==> src/logic/opmode_pkg.sv <==
`default_nettype none
package opmode_pkg;

  // ****************************************
  // Register map and fields
  // ****************************************
  localparam int unsigned DATA_W   = 8;
  localparam int unsigned ADDR_W   = 2;
  localparam logic [1:0]  ADDR_SMC  = 2'h0;
  localparam logic [1:0]  ADDR_STAT = 2'h1;
  localparam logic [1:0]  ADDR_MASK = 2'h2;
  localparam int unsigned BIT_HL   = 0;
  localparam int unsigned BIT_IDLE = 1;
  localparam int unsigned BIT_HTO  = 2;
  localparam int unsigned BIT_LTO  = 3;
  localparam int unsigned BIT_FST  = 4;
  localparam int unsigned CKS_LSB  = 5;
  localparam logic [7:0]  SMC_RESET = 8'h03;

  // ****************************************
  // Interrupt events
  // ****************************************
  localparam int unsigned EV_W     = 4;
  localparam int unsigned EV_SLEEP = 0;
  localparam int unsigned EV_WAKE  = 1;
  localparam int unsigned EV_HRDY  = 2;
  localparam int unsigned EV_LRDY  = 3;

  // ****************************************
  // Oscillator settle counts, oscillator cycles
  // ****************************************
  localparam int unsigned RDY_W     = 11;
  localparam logic [10:0] HXT_READY = 11'h400;
  localparam logic [10:0] HRC_READY = 11'h010;
  localparam logic [10:0] LXT_READY = 11'h400;
  localparam logic [10:0] LRC_READY = 11'h002;

  // ****************************************
  // Clock selection
  // ****************************************
  localparam logic [2:0] CKS_FIRST_HS = 3'h2;
  localparam logic [3:0] CKS_DIV_BASE = 4'h8;
  localparam logic [2:0] SHIFT_FULL   = 3'h0;

  typedef enum logic [2:0] {
    ST_RUN, ST_DEEP, ST_LIGHT, ST_FIRST_IDLE_STATE, ST_SECOND_IDLE_STATE
  } mode_t;

  // Log2 of the divide ratio
  function automatic logic [2:0] div_shift(input logic       hl,
                                           input logic [2:0] cks);
    div_shift = hl ? SHIFT_FULL : 3'(CKS_DIV_BASE - {1'b0, cks});
  endfunction

  // Low-speed clock chosen
  function automatic logic src_is_low(input logic       hl,
                                      input logic [2:0] cks);
    src_is_low = !hl && (cks < CKS_FIRST_HS);
  endfunction

endpackage
`default_nettype wire

==> src/logic/opmode_clock_ctrl.sv <==
// Behaviour
// - Run mode divides high clock 1..64
// - Slow mode uses low clock, high off
// - Halt without idle enters sleep
// - Voltage detector blocks deep sleep
// - Light sleep keeps substitute clock, watchdog clock only on substitute source
// - First_idle_state stops CPU and system oscillator
// - First_idle_state watchdog clock follows its source
// - Second_idle_state keeps system oscillator running
// - Divider field decodes low or ratios
// - High select bit picks undivided clock
// - High oscillator off on low source
// - Fast wake runs on substitute clock
// - Low ready flag timing after wake
// - High ready flag timing after wake
// - Deep sleep needs watchdog, detector off
// - Deep entry clears watchdog and timeout flag, sets power-down flag
//
// Decided for this implementation: the plain strobed port and the register addresses.
`timescale 1ns/1ps
`default_nettype none
module opmode_clock_ctrl
  import opmode_pkg::*;
(
  input  wire logic              core_clk,
  input  wire logic              reset,
  input  wire logic [ADDR_W-1:0] addr,
  input  wire logic [DATA_W-1:0] wdata,
  input  wire logic              wr_en,
  input  wire logic              rd_en,
  output logic      [DATA_W-1:0] rdata,
  input  wire logic              halt,
  input  wire logic              wake,
  input  wire logic              low_voltage_detect_enable,
  input  wire logic              wdt_enable,
  input  wire logic              wdt_src_sub,
  input  wire logic              system_clock_keep_on,
  input  wire logic              hs_is_crystal,
  input  wire logic              ls_is_crystal,
  input  wire logic              hs_tick,
  input  wire logic              ls_tick,
  output logic                   hs_osc_on,
  output logic                   ls_osc_on,
  output logic                   sys_clk_en,
  output logic                   cpu_clk_en,
  output logic                   substitute_clock_en,
  output logic                   watchdog_clock_en,
  output logic                   time_base_clock_en,
  output logic                   watchdog_disable,
  output logic                   watchdog_clear,
  output logic                   power_down_flag_set,
  output logic                   watchdog_timeout_flag_clear,
  output logic [2:0]             mode_state,
  output logic                   irq
);

  typedef struct packed {
    mode_t            st;
    logic [2:0]       cks;
    logic             fast_wake_enable;
    logic             idle_enable;
    logic             high_clock_select;
    logic             high_speed_ready_flag;
    logic             low_speed_ready_flag;
    logic [RDY_W-1:0] hs_cnt;
    logic [RDY_W-1:0] ls_cnt;
    logic             fw_active;
    logic [1:0]       wdt_div;
    logic [EV_W-1:0]  status;
    logic [EV_W-1:0]  mask;
    logic [7:0]       rdata;
    logic             wdt_clr;
    logic             pdf_set;
    logic             to_clr;
  } ctrl_state_t;

  ctrl_state_t s_r;
  ctrl_state_t s_nxt;

  logic            src_low;
  logic            div_tick;
  logic            sys_tick;
  logic            sys_div4;
  logic [EV_W-1:0] ev;
  logic [7:0]      smc_rd;
  logic            sleeping;

  // ****************************************
  // Clock selection
  // ****************************************
  assign src_low = src_is_low(s_r.high_clock_select, s_r.cks);

  ratio_divider #(
    .CNT_W (6)
  ) u_div (
    .core_clk (core_clk),
    .reset    (reset),
    .src_tick (hs_tick),
    .shift    (div_shift(s_r.high_clock_select, s_r.cks)),
    .div_tick (div_tick)
  );

  assign sleeping = (s_r.st == ST_DEEP) || (s_r.st == ST_LIGHT)
                    || (s_r.st == ST_FIRST_IDLE_STATE);

  always_comb begin
    if (src_low) begin
      sys_tick = ls_tick && s_r.low_speed_ready_flag;
    end else if (s_r.fw_active) begin
      sys_tick = ls_tick;
    end else begin
      sys_tick = div_tick && s_r.high_speed_ready_flag;
    end
  end

  assign sys_clk_en = sys_tick
                      && ((s_r.st == ST_RUN) || (s_r.st == ST_SECOND_IDLE_STATE));
  assign cpu_clk_en = sys_tick && (s_r.st == ST_RUN);
  assign sys_div4   = sys_clk_en && (s_r.wdt_div == 2'h3);

  // ****************************************
  // Oscillator and peripheral clocks
  // ****************************************
  assign hs_osc_on = !src_low && ((s_r.st == ST_RUN) || (s_r.st == ST_SECOND_IDLE_STATE));
  assign ls_osc_on = (s_r.st != ST_DEEP);
  assign substitute_clock_en = ls_tick && ls_osc_on;
  assign watchdog_clock_en = (s_r.st != ST_DEEP)
                             && (wdt_src_sub ? substitute_clock_en
                                             : sys_div4);
  assign time_base_clock_en = ls_tick && (s_r.st != ST_DEEP)
                              && (s_r.st != ST_LIGHT);
  assign watchdog_disable = (s_r.st == ST_DEEP);
  assign watchdog_clear = s_r.wdt_clr;
  assign power_down_flag_set = s_r.pdf_set;
  assign watchdog_timeout_flag_clear = s_r.to_clr;
  assign mode_state = s_r.st;
  assign rdata = s_r.rdata;
  assign irq = |(s_r.status & s_r.mask);

  assign smc_rd = {s_r.cks, s_r.fast_wake_enable, s_r.low_speed_ready_flag, s_r.high_speed_ready_flag,
                   s_r.idle_enable, s_r.high_clock_select};

  // ****************************************
  // Next state
  // ****************************************
  always_comb begin
    s_nxt = s_r;
    ev = '0;
    s_nxt.wdt_clr = 1'b0;
    s_nxt.pdf_set = 1'b0;
    s_nxt.to_clr  = 1'b0;
    if (sys_clk_en) begin
      s_nxt.wdt_div = s_r.wdt_div + 1'b1;
    end
    case (s_r.st)
      ST_RUN: begin
        if (halt) begin
          ev[EV_SLEEP] = 1'b1;
          if (s_r.idle_enable) begin
            s_nxt.st = system_clock_keep_on ? ST_SECOND_IDLE_STATE : ST_FIRST_IDLE_STATE;
          end else if (!low_voltage_detect_enable && !wdt_enable) begin
            s_nxt.st = ST_DEEP;
            s_nxt.wdt_clr = 1'b1;
            s_nxt.pdf_set = 1'b1;
            s_nxt.to_clr  = 1'b1;
          end else begin
            s_nxt.st = ST_LIGHT;
          end
        end
      end
      ST_DEEP, ST_LIGHT, ST_FIRST_IDLE_STATE, ST_SECOND_IDLE_STATE: begin
        if (wake) begin
          ev[EV_WAKE] = 1'b1;
          s_nxt.st = ST_RUN;
          s_nxt.fw_active = s_r.fast_wake_enable && hs_is_crystal
                            && !src_low && (s_r.st != ST_DEEP)
                            && (s_r.st != ST_SECOND_IDLE_STATE);
        end
      end
      default: begin
        s_nxt.st = ST_RUN;
      end
    endcase
    // High-speed ready counter
    if (!hs_osc_on
        || ((s_nxt.st != ST_RUN) && (s_nxt.st != ST_SECOND_IDLE_STATE))) begin
      s_nxt.high_speed_ready_flag = 1'b0;
      s_nxt.hs_cnt = '0;
    end else if (hs_tick && !s_r.high_speed_ready_flag) begin
      s_nxt.hs_cnt = s_r.hs_cnt + 1'b1;
      if (s_nxt.hs_cnt >= (hs_is_crystal ? HXT_READY : HRC_READY)) begin
        s_nxt.high_speed_ready_flag = 1'b1;
        ev[EV_HRDY] = 1'b1;
      end
    end
    if (s_r.high_speed_ready_flag) begin
      s_nxt.fw_active = 1'b0;
    end
    // Low-speed ready counter
    if (!ls_osc_on || (s_nxt.st == ST_DEEP)) begin
      s_nxt.low_speed_ready_flag = 1'b0;
      s_nxt.ls_cnt = '0;
    end else if (ls_tick && !s_r.low_speed_ready_flag) begin
      s_nxt.ls_cnt = s_r.ls_cnt + 1'b1;
      if (s_nxt.ls_cnt >= (ls_is_crystal ? LXT_READY : LRC_READY)) begin
        s_nxt.low_speed_ready_flag = 1'b1;
        ev[EV_LRDY] = 1'b1;
      end
    end
    // Register port
    s_nxt.rdata = '0;
    if (wr_en) begin
      case (addr)
        ADDR_SMC: begin
          s_nxt.cks = wdata[CKS_LSB +: 3];
          s_nxt.fast_wake_enable = wdata[BIT_FST];
          s_nxt.idle_enable = wdata[BIT_IDLE];
          s_nxt.high_clock_select = wdata[BIT_HL];
        end
        ADDR_MASK: begin
          s_nxt.mask = wdata[EV_W-1:0];
        end
        default: begin
        end
      endcase
    end
    if (rd_en) begin
      case (addr)
        ADDR_SMC: begin
          s_nxt.rdata = smc_rd;
        end
        ADDR_STAT: begin
          s_nxt.rdata = {{(DATA_W-EV_W){1'b0}}, s_r.status};
          s_nxt.status = '0;
        end
        ADDR_MASK: begin
          s_nxt.rdata = {{(DATA_W-EV_W){1'b0}}, s_r.mask};
        end
        default: begin
        end
      endcase
    end
    s_nxt.status = s_nxt.status | ev;
  end

  always_ff @(posedge core_clk) begin
    if (reset) begin
      s_r <= '0;
      s_r.st <= ST_RUN;
      s_r.cks <= SMC_RESET[CKS_LSB +: 3];
      s_r.fast_wake_enable <= SMC_RESET[BIT_FST];
      s_r.idle_enable <= SMC_RESET[BIT_IDLE];
      s_r.high_clock_select <= SMC_RESET[BIT_HL];
    end else begin
      s_r <= s_nxt;
    end
  end

  logic full_sel;
  assign full_sel = (s_r.st == ST_RUN) && s_r.high_clock_select
                    && s_r.high_speed_ready_flag && !s_r.fw_active;
endmodule // opmode_clock_ctrl
`default_nettype wire

==> src/logic/ratio_divider.sv <==
`timescale 1ns/1ps
`default_nettype none
module ratio_divider
  import opmode_pkg::*;
#(
  parameter int unsigned CNT_W = 6
) (
  input  wire logic       core_clk,
  input  wire logic       reset,
  input  wire logic       src_tick,
  input  wire logic [2:0] shift,
  output logic            div_tick
);

  typedef struct packed {
    logic [CNT_W-1:0] cnt;
    logic [2:0]       shift;
    logic             tick;
  } div_state_t;

  div_state_t s_r;
  div_state_t s_nxt;
  logic [CNT_W-1:0] mask;

  // ****************************************
  // Whole-pulse divider
  // ****************************************
  always_comb begin
    mask  = CNT_W'((1 << s_r.shift) - 1);
    s_nxt = s_r;
    s_nxt.tick  = 1'b0;
    s_nxt.shift = shift;
    if (shift != s_r.shift) begin
      s_nxt.cnt = '0;
    end else if (src_tick) begin
      if ((s_r.cnt & mask) == mask) begin
        s_nxt.tick = 1'b1;
        s_nxt.cnt  = '0;
      end else begin
        s_nxt.cnt = s_r.cnt + 1'b1;
      end
    end
  end

  always_ff @(posedge core_clk) begin
    if (reset) begin
      s_r <= '0;
    end else begin
      s_r <= s_nxt;
    end
  end

  assign div_tick = s_r.tick;

endmodule // ratio_divider
`default_nettype wire

==> config.mk <==
export PLATFORM = sky130hd
export DESIGN_NAME = opmode_clock_ctrl
export DESIGN_NICKNAME = d
export VERILOG_FILES = /design/src/logic/opmode_pkg.sv /design/src/logic/opmode_clock_ctrl.sv /design/src/logic/ratio_divider.sv
export SDC_FILE = /design/constraint.sdc
export NUM_CORES = 1
export LEC_CHECK = 0
export ABC_AREA = 1
export BUFFER_PORTS_ARGS = -buffer_cell sky130_fd_sc_hd__buf_4
export CAP_MARGIN = 15
export CORE_ASPECT_RATIO = 1.2
export CORE_MARGIN = 2
export CORE_UTILIZATION = 58
export CTS_CLUSTER_SIZE = 12
export DETAILED_ROUTE_END_ITERATION = 10
export HOLD_SLACK_MARGIN = 0.15
export MAX_ROUTING_LAYER = met4
export PLACE_DENSITY = 0.8
export SLEW_MARGIN = 20
export SYNTH_ARGS = -nofsm -noshare
export SYNTH_HDL_FRONTEND = slang
export SYNTH_SLANG_ARGS = --single-unit
==> constraint.sdc <==
create_clock -name core_clk -period 2.3 [get_ports core_clk]
set_input_delay 0 -clock core_clk [delete_from_list [all_inputs] [get_ports core_clk]]
set_output_delay 0 -clock core_clk [all_outputs]
set_load 0.02 [all_outputs]
=== Word level (Yosys, flattened, before mapping) ===
Cells that the tools add are included.

* $add $sub $neg: 6
* Multiply operators: 0
* Divide/modulo/power cells: 0
* $lt $le $gt $ge: 3
* Equality and inequality tests: 14
* Shift operators: 1
* Muxes and demuxes: 28
* Bitwise operators: 7
* Reduce and logical (&&, ||, !) cells: 46

{| class="wikitable"
|+ Operator list
! kind !! count
|-
| 8-bit one-hot mux with 3 select lines || 1
|-
| 11-bit by 1-bit adder with 11-bit output (second input constant) || 2
|-
| 11-bit greater-or-equal comparator || 2
|-
| 11-bit 2-to-1 mux || 2
|-
| 1-bit logical AND || 18
|-
| 3-bit 2-to-1 mux || 6
|-
| 1-bit 2-to-1 mux || 14
|-
| 4-bit OR reduction || 3
|-
| 2-bit AND reduction || 5
|-
| 2-bit OR reduction || 5
|-
| 1-bit zero test || 8
|-
| 4-bit 2-to-1 mux || 2
|-
| 6-bit by 1-bit adder with 6-bit output (second input constant) || 1
|-
| 6-bit AND || 1
|-
| 3-bit by 1-bit equality test with 1-bit output (second input constant) || 2
|-
| 3-bit by 2-bit equality test with 1-bit output (second input constant) || 2
|-
| 6-bit equality test || 1
|-
| 6-bit 2-to-1 mux || 1
|-
| 3-bit != test (second input constant) || 2
|-
| 3-bit one-hot mux with 2 select lines || 1
|-
| 1-bit by 3-bit left shift with 6-bit output (first input constant) || 1
|-
| 6-bit by 2-bit subtractor with 6-bit output (second input constant) || 1
|-
| 4-bit AND || 1
|-
| 2-bit equality test (second input constant) || 2
|-
| other kinds (16) || 21
|}

* Register bits after elaboration: 65
* Latch bits: 0
* Memory bits (writable): 0
* Memory bits (read-only): 0
* Output and inout bits: 23
* Logic and storage cells: 125
* Memories kept: 0

=== Depth between registers and ports, before layout ===
* Word-level depth: 11
* Gate-level depth with buffers: 16
* Depth with buffers taken out: 16

=== Hierarchy ===
Synthesis repeated with hierarchy kept, for this count alone.

* Cells, all modules: 530
* Area, all modules: 3564.7 um^2

{| class="wikitable"
|+ Modules (own cells, without submodules)
! module !! times used !! cells each !! area an instance (um^2) !! sequential area each (um^2)
|-
| opmode_clock_ctrl || 1 || 434 || 2954.1 || 1061.0
|-
| ratio_divider || 1 || 96 || 610.6 || 200.2
|}

=== Least setup slack after synthesis ===
No wires, ideal clock.

* Path type: register -> register
* From: register s_r[33] in the netlist's numbering
* To: register s_r[17] in the netlist's numbering
* Library setup time: 0.114 ns
* Arrival: 1.756 ns
* Required time: 2.186 ns
* Setup slack: 0.430 ns
* Stages on the path, launching flop included: 17
* Period minus slack after synthesis: 1.870 ns
* Cell sequence: dfxtp_1 ha_1 nand2_1 nor2_2 or2_2 nand2_1 ha_1 nand2_1 nor2_1 nand2_1 nand2_1 nor2_1 nand3_1 nand2_1 nand2_1 nand2_1 nand2_1

* Word-level cells in the longest chain between the ends: 6

{| class="wikitable"
|+ RTL lines
! item !! line !! text
|-
| from (decl) || opmode_clock_ctrl.sv:77 || <nowiki>ctrl_state_t s_r;</nowiki>
|-
| from (signal assigned) || opmode_clock_ctrl.sv:255 || <nowiki>s_r <= s_nxt;</nowiki>
|-
| 11-bit by 1-bit adder with 11-bit output || opmode_clock_ctrl.sv:190 || <nowiki>s_nxt.hs_cnt = s_r.hs_cnt + 1'b1;</nowiki>
|-
| 11-bit greater-or-equal comparator || opmode_clock_ctrl.sv:191 || <nowiki>if (s_nxt.hs_cnt >= (hs_is_crystal ? HXT_READY : HRC_READY)) begin</nowiki>
|-
| 1-bit 2-to-1 mux || opmode_clock_ctrl.sv:191 ||
|-
| 1-bit 2-to-1 mux || opmode_clock_ctrl.sv:189 || <nowiki>end else if (hs_tick && !s_r.high_speed_ready_flag) begin</nowiki>
|-
| 1-bit 2-to-1 mux || opmode_clock_ctrl.sv:185 || <nowiki>if (!hs_osc_on</nowiki>
|-
| 4-bit bitwise OR || opmode_clock_ctrl.sv:243 || <nowiki>s_nxt.status = s_nxt.status | ev;</nowiki>
|}

No other way between the ends.
A chain may end at the register's enable or synchronous reset.

=== Worst setup path in the final report ===
* From: input port addr[1]
* To: register s_r[51] in the netlist's numbering

* Word-level cells in the longest chain between the ends: 2

{| class="wikitable"
|+ RTL lines
! item !! line !! text
|-
| from (decl) || opmode_clock_ctrl.sv:27 || <nowiki>input wire logic [ADDR_W-1:0] addr,</nowiki>
|-
| 2-bit zero test || opmode_clock_ctrl.sv:213 || <nowiki>case (addr)</nowiki>
|-
| 2-bit AND reduction (no source line) || n/a ||
|}

No other way between the ends.

==> qor.csv <==
stage,metric,value,unit
logic_synthesis,asr flop ratio synth,0,
timing,final clock skew,0.0104,ns
min_path,hold depth,7,
finish,layout cell share with drive strength beyond 1,0.165,
floorplanning,Core Area,5740,um2
logic_synthesis,Synth Net Count,546,
floorplanning,total die area,6630,um2
finish,final instance area,4430,um2
logic_synthesis,Seq cells post-synth,63,
drt,WL per Instance,12.8,um
floorplanning,Top Ports,47,
placed_design,Placed Cells,619,
run,MaxCap Viol Count,0,
worst_setup_path,critical path type,input pin to flip-flop,
logic_synthesis,compound-cell area share of the yosys netlist,0.117,
run_status,status,finished clean,
logic_synthesis,synthesized area,3480,um2
logic_synthesis,multiplexer share of the synthesized area,0,
drt,Routed Antenna Nets,0,
finish,Finished Layout Cells,669,
logic_synthesis,"Seq/Total Area, Yosys",0.363,
clock_tree,Clock Latency Late Sink,0.35,ns
drt,Via density,5.20,
drt,Remaining DRCs,0,
global_route,largest net degree at the start of global routing,17,
clock_tree,clock root cell,clkbuf_8,
worst_setup_path,crit end category,flip-flop,
logic_synthesis,Synth Area in Adders,0.0396,
placed_design,placer congestion estimate,0.894,
clock_tree,H-tree level count,3,
timing,worst relative slew slack,0.729,
timing,Final Hold Violating Endpoints,0,
worst_setup_path,WP data required,2.54,ns
worst_setup_path,r2r setup slk,0.23,ns
placed_design,Post-DP Area,3800,um2
logic_synthesis,"Avg Cell Area, Syn",6.80,um2
timing,RSZ-0062 raised after global routing,false,
power,Pleak,1.96,nW
drt,DRT Wirelength,8.56,mm
finish,Filler Cells Inserted,411,
finish,Layout Nets,619,
min_path,worst hold path type,input pin to flip-flop,
timing,Least-Margin Pin Slew,0.406,ns
global_route,vias in the first global route,3293,
floorplanning,Site Rows,30,
drt,Pre-antenna DRT Iters,5,
logic_synthesis,warnings from Yosys,0,
global_route,initial antenna violation count,0,
power,Peak VDD IR,0.407,mV
clock_tree,Worst-path clk slew,0.08,ns
power,Pwr per Cell Area,667,nW/um2
logic_synthesis,simple-gate share of the synthesized area,0.331,
timing,final period utilization,0.930,
logic_synthesis,post-synthesis xor/xnor area fraction,0.0302,
timing,setup_tns,0,ns
floorplanning,initial cell density of the core,0.605,
clock_tree,total CTS buffers,9,
logic_synthesis,Cells after Synth,511,
logic_synthesis,post-synthesis cell type count,32,
clock_tree,total setup buffers inserted after CTS,0,
placed_design,PortBufs,46,
logic_synthesis,largest family of logic cells by synthesized area,simple AND/OR/NAND/NOR gates,
timing,fin. max-slew vios,0,
global_route,first-pass GRT wire length,14.4,mm
timing,Setup Viol. Count Final,0,
clock_tree,CTS tree,built,
global_route,gr ovfl total,0,
clock_tree,clock sinks,63,
floorplanning,die span in y,88.8,um
finish,fin util,0.772,
worst_setup_path,crit path DAT,2.38,ns
finish,Antenna Cells,0,
worst_setup_path,R2R cell count,16,
worst_setup_path,Critical Path Start Type,input pin,
finish,Area growth syn-to-layout,27.5,%
global_route,All-Layer GR Usage,0.289,
logic_synthesis,Most used DFF post-synth,dfxtp_1,
drt,first-iteration detailed-routing DRC count,274,
worst_setup_path,Crit Path Max Fanout,8,
placed_design,post-DP HPWL,5.63,mm
timing,Hold Slack,0.195,ns
drt,via count,3481,
timing,min cycle time layout,2.14,ns
logic_synthesis,"EDFF count, synth",0,
floorplanning,Chip Width,74.7,um
clock_tree,worst-case clock buffer depth,2,
timing,fmax,467,MHz
## where the power goes
group / total [mW] / switching, mW / internal, mW
combinational: 0.451 / 0.270 / 0.181
sequential: 1.17 / 0.0375 / 1.13
clock: 1.34 / 0.447 / 0.889
## metrics by stage
stage	power, mW	worst slack (ns)
after CTS	2.96	0.131
final	2.96	0.161
after global placement	1.57	0.361
after floorplan	1.46	0.430
after global routing	3.07	0.00790
after detailed placement	1.59	0.311
## cell usage in the layout (no fill, tap or decap), types with 2 or more instances in the layout
cell type | synthesis | final
nor2_1 | 46 | 45
or2_2 | 2 | 2
nand2_2 | 6 | 6
o21ai_0 | 13 | 12
nor2_2 | 4 | 5
inv_1 | 72 | 72
ha_1 | 11 | 11
xor2_1 | 9 | 9
buf_4 | 13 | 48
a21oi_1 | 33 | 33
nand3b_1 | 2 | 2
inv_2 | 2 | 2
a21oi_2 | 7 | 7
dfxtp_1 | 63 | 63
nor2_4 | 4 | 4
nand3_2 | 4 | 4
nand2_1 | 138 | 137
nor3_1 | 10 | 10
bufinv_16 | 0 | 4
clkbuf_8 | 0 | 11
nand4_1 | 7 | 7
xnor2_1 | 3 | 3
nand3_1 | 35 | 35
o211ai_1 | 9 | 9
nand2_4 | 1 | 2
dlygate4sd3_1 | 0 | 34
o21ai_1 | 5 | 6
## critical path, stage by stage
cell           delay (ns)
dlygate4sd3_1        0.55
buf_4                0.15
nor2_1               0.11
dlygate4sd3_1        0.63
nand2_2              0.13
o21ai_1              0.18
a21oi_1              0.06
dlygate4sd3_1        0.56
## synthesized netlist by cell type (3+ instances only)
| cell | number | area [um2] |
|---|---|---|
| xnor2_1 | 3 | 26.3 |
| ha_1 | 11 | 138 |
| nand3_2 | 4 | 40.0 |
| inv_1 | 72 | 270 |
| nand3_1 | 35 | 175 |
| clkbuf_1 | 5 | 18.8 |
| nor2_4 | 4 | 45.0 |
| dfxtp_1 | 63 | 1260 |
| nor2_2 | 4 | 25.0 |
| nand2_1 | 138 | 518 |
| nor3_1 | 10 | 50.1 |
| nor2_1 | 46 | 173 |
| a21oi_1 | 33 | 165 |
| nand2_2 | 6 | 37.5 |
| o211ai_1 | 9 | 67.6 |
| xor2_1 | 9 | 78.8 |
| o21ai_1 | 5 | 25.0 |
| o21ai_0 | 13 | 65.1 |
| a21oi_2 | 7 | 61.3 |
| buf_4 | 13 | 97.6 |
| nand4_1 | 7 | 43.8 |
## registers in the layout, indices dropped and copies added (netlist names)
register / count
s_r: 41
u_div.s_r: 9
rdata: 8
mode_state: 3
u_div.div_tick: 1
watchdog_clear: 1
## per-layer routing
layer / up-vias / global-route usage / part of all wire
met2: 129 / 0.476 / 0.50
met4: 0 / 0.110 / 0.027
met3: 26 / 0.0638 / 0.051
li1: 1756 / - / -
met5: - / - / 0
met1: 1570 / 0.341 / 0.43
## what timing repair did
item	in CTS	in global routing
hold buffers	34	0
setup endpoints to repair	0	6
gates resized for setup	0	4
hold endpoints to repair	38	0
## final cells by class
class	instances	area, um2	area share
multi-input cells	353	1810	0.409
flip-flops and latches	63	1260	0.284
repair buffers	82	701	0.158
inverters	75	282	0.0635
clock buffers	11	151	0.0341
clock inverters	5	128	0.0288
well taps	80	100	0.0226
## path summary, 6_finish.rpt
kind	startpoint	endpoint
min reg2reg	s_r[19]$_SDFFE_PP0P_	s_r[19]$_SDFFE_PP0P_
min	ls_is_crystal	s_r[44]$_SDFFE_PP0P_
max	addr[1]	s_r[51]$_SDFFE_PP0P_
max reg2reg	s_r[33]$_SDFFE_PP0P_	s_r[45]$_SDFFE_PP0P_
## cells by family (layout without fill, tap and decap cells)
family / count (synthesis) / count (layout)
DFF: 63 / 63
AOI/OAI and AO/OA: 70 / 70
adders and majority gates: 11 / 11
xor gates and xnor gates: 12 / 12
and+or+nand+nor: 260 / 260
buffers and inverters: 95 / 173
(Power assumes the default switching activity.)
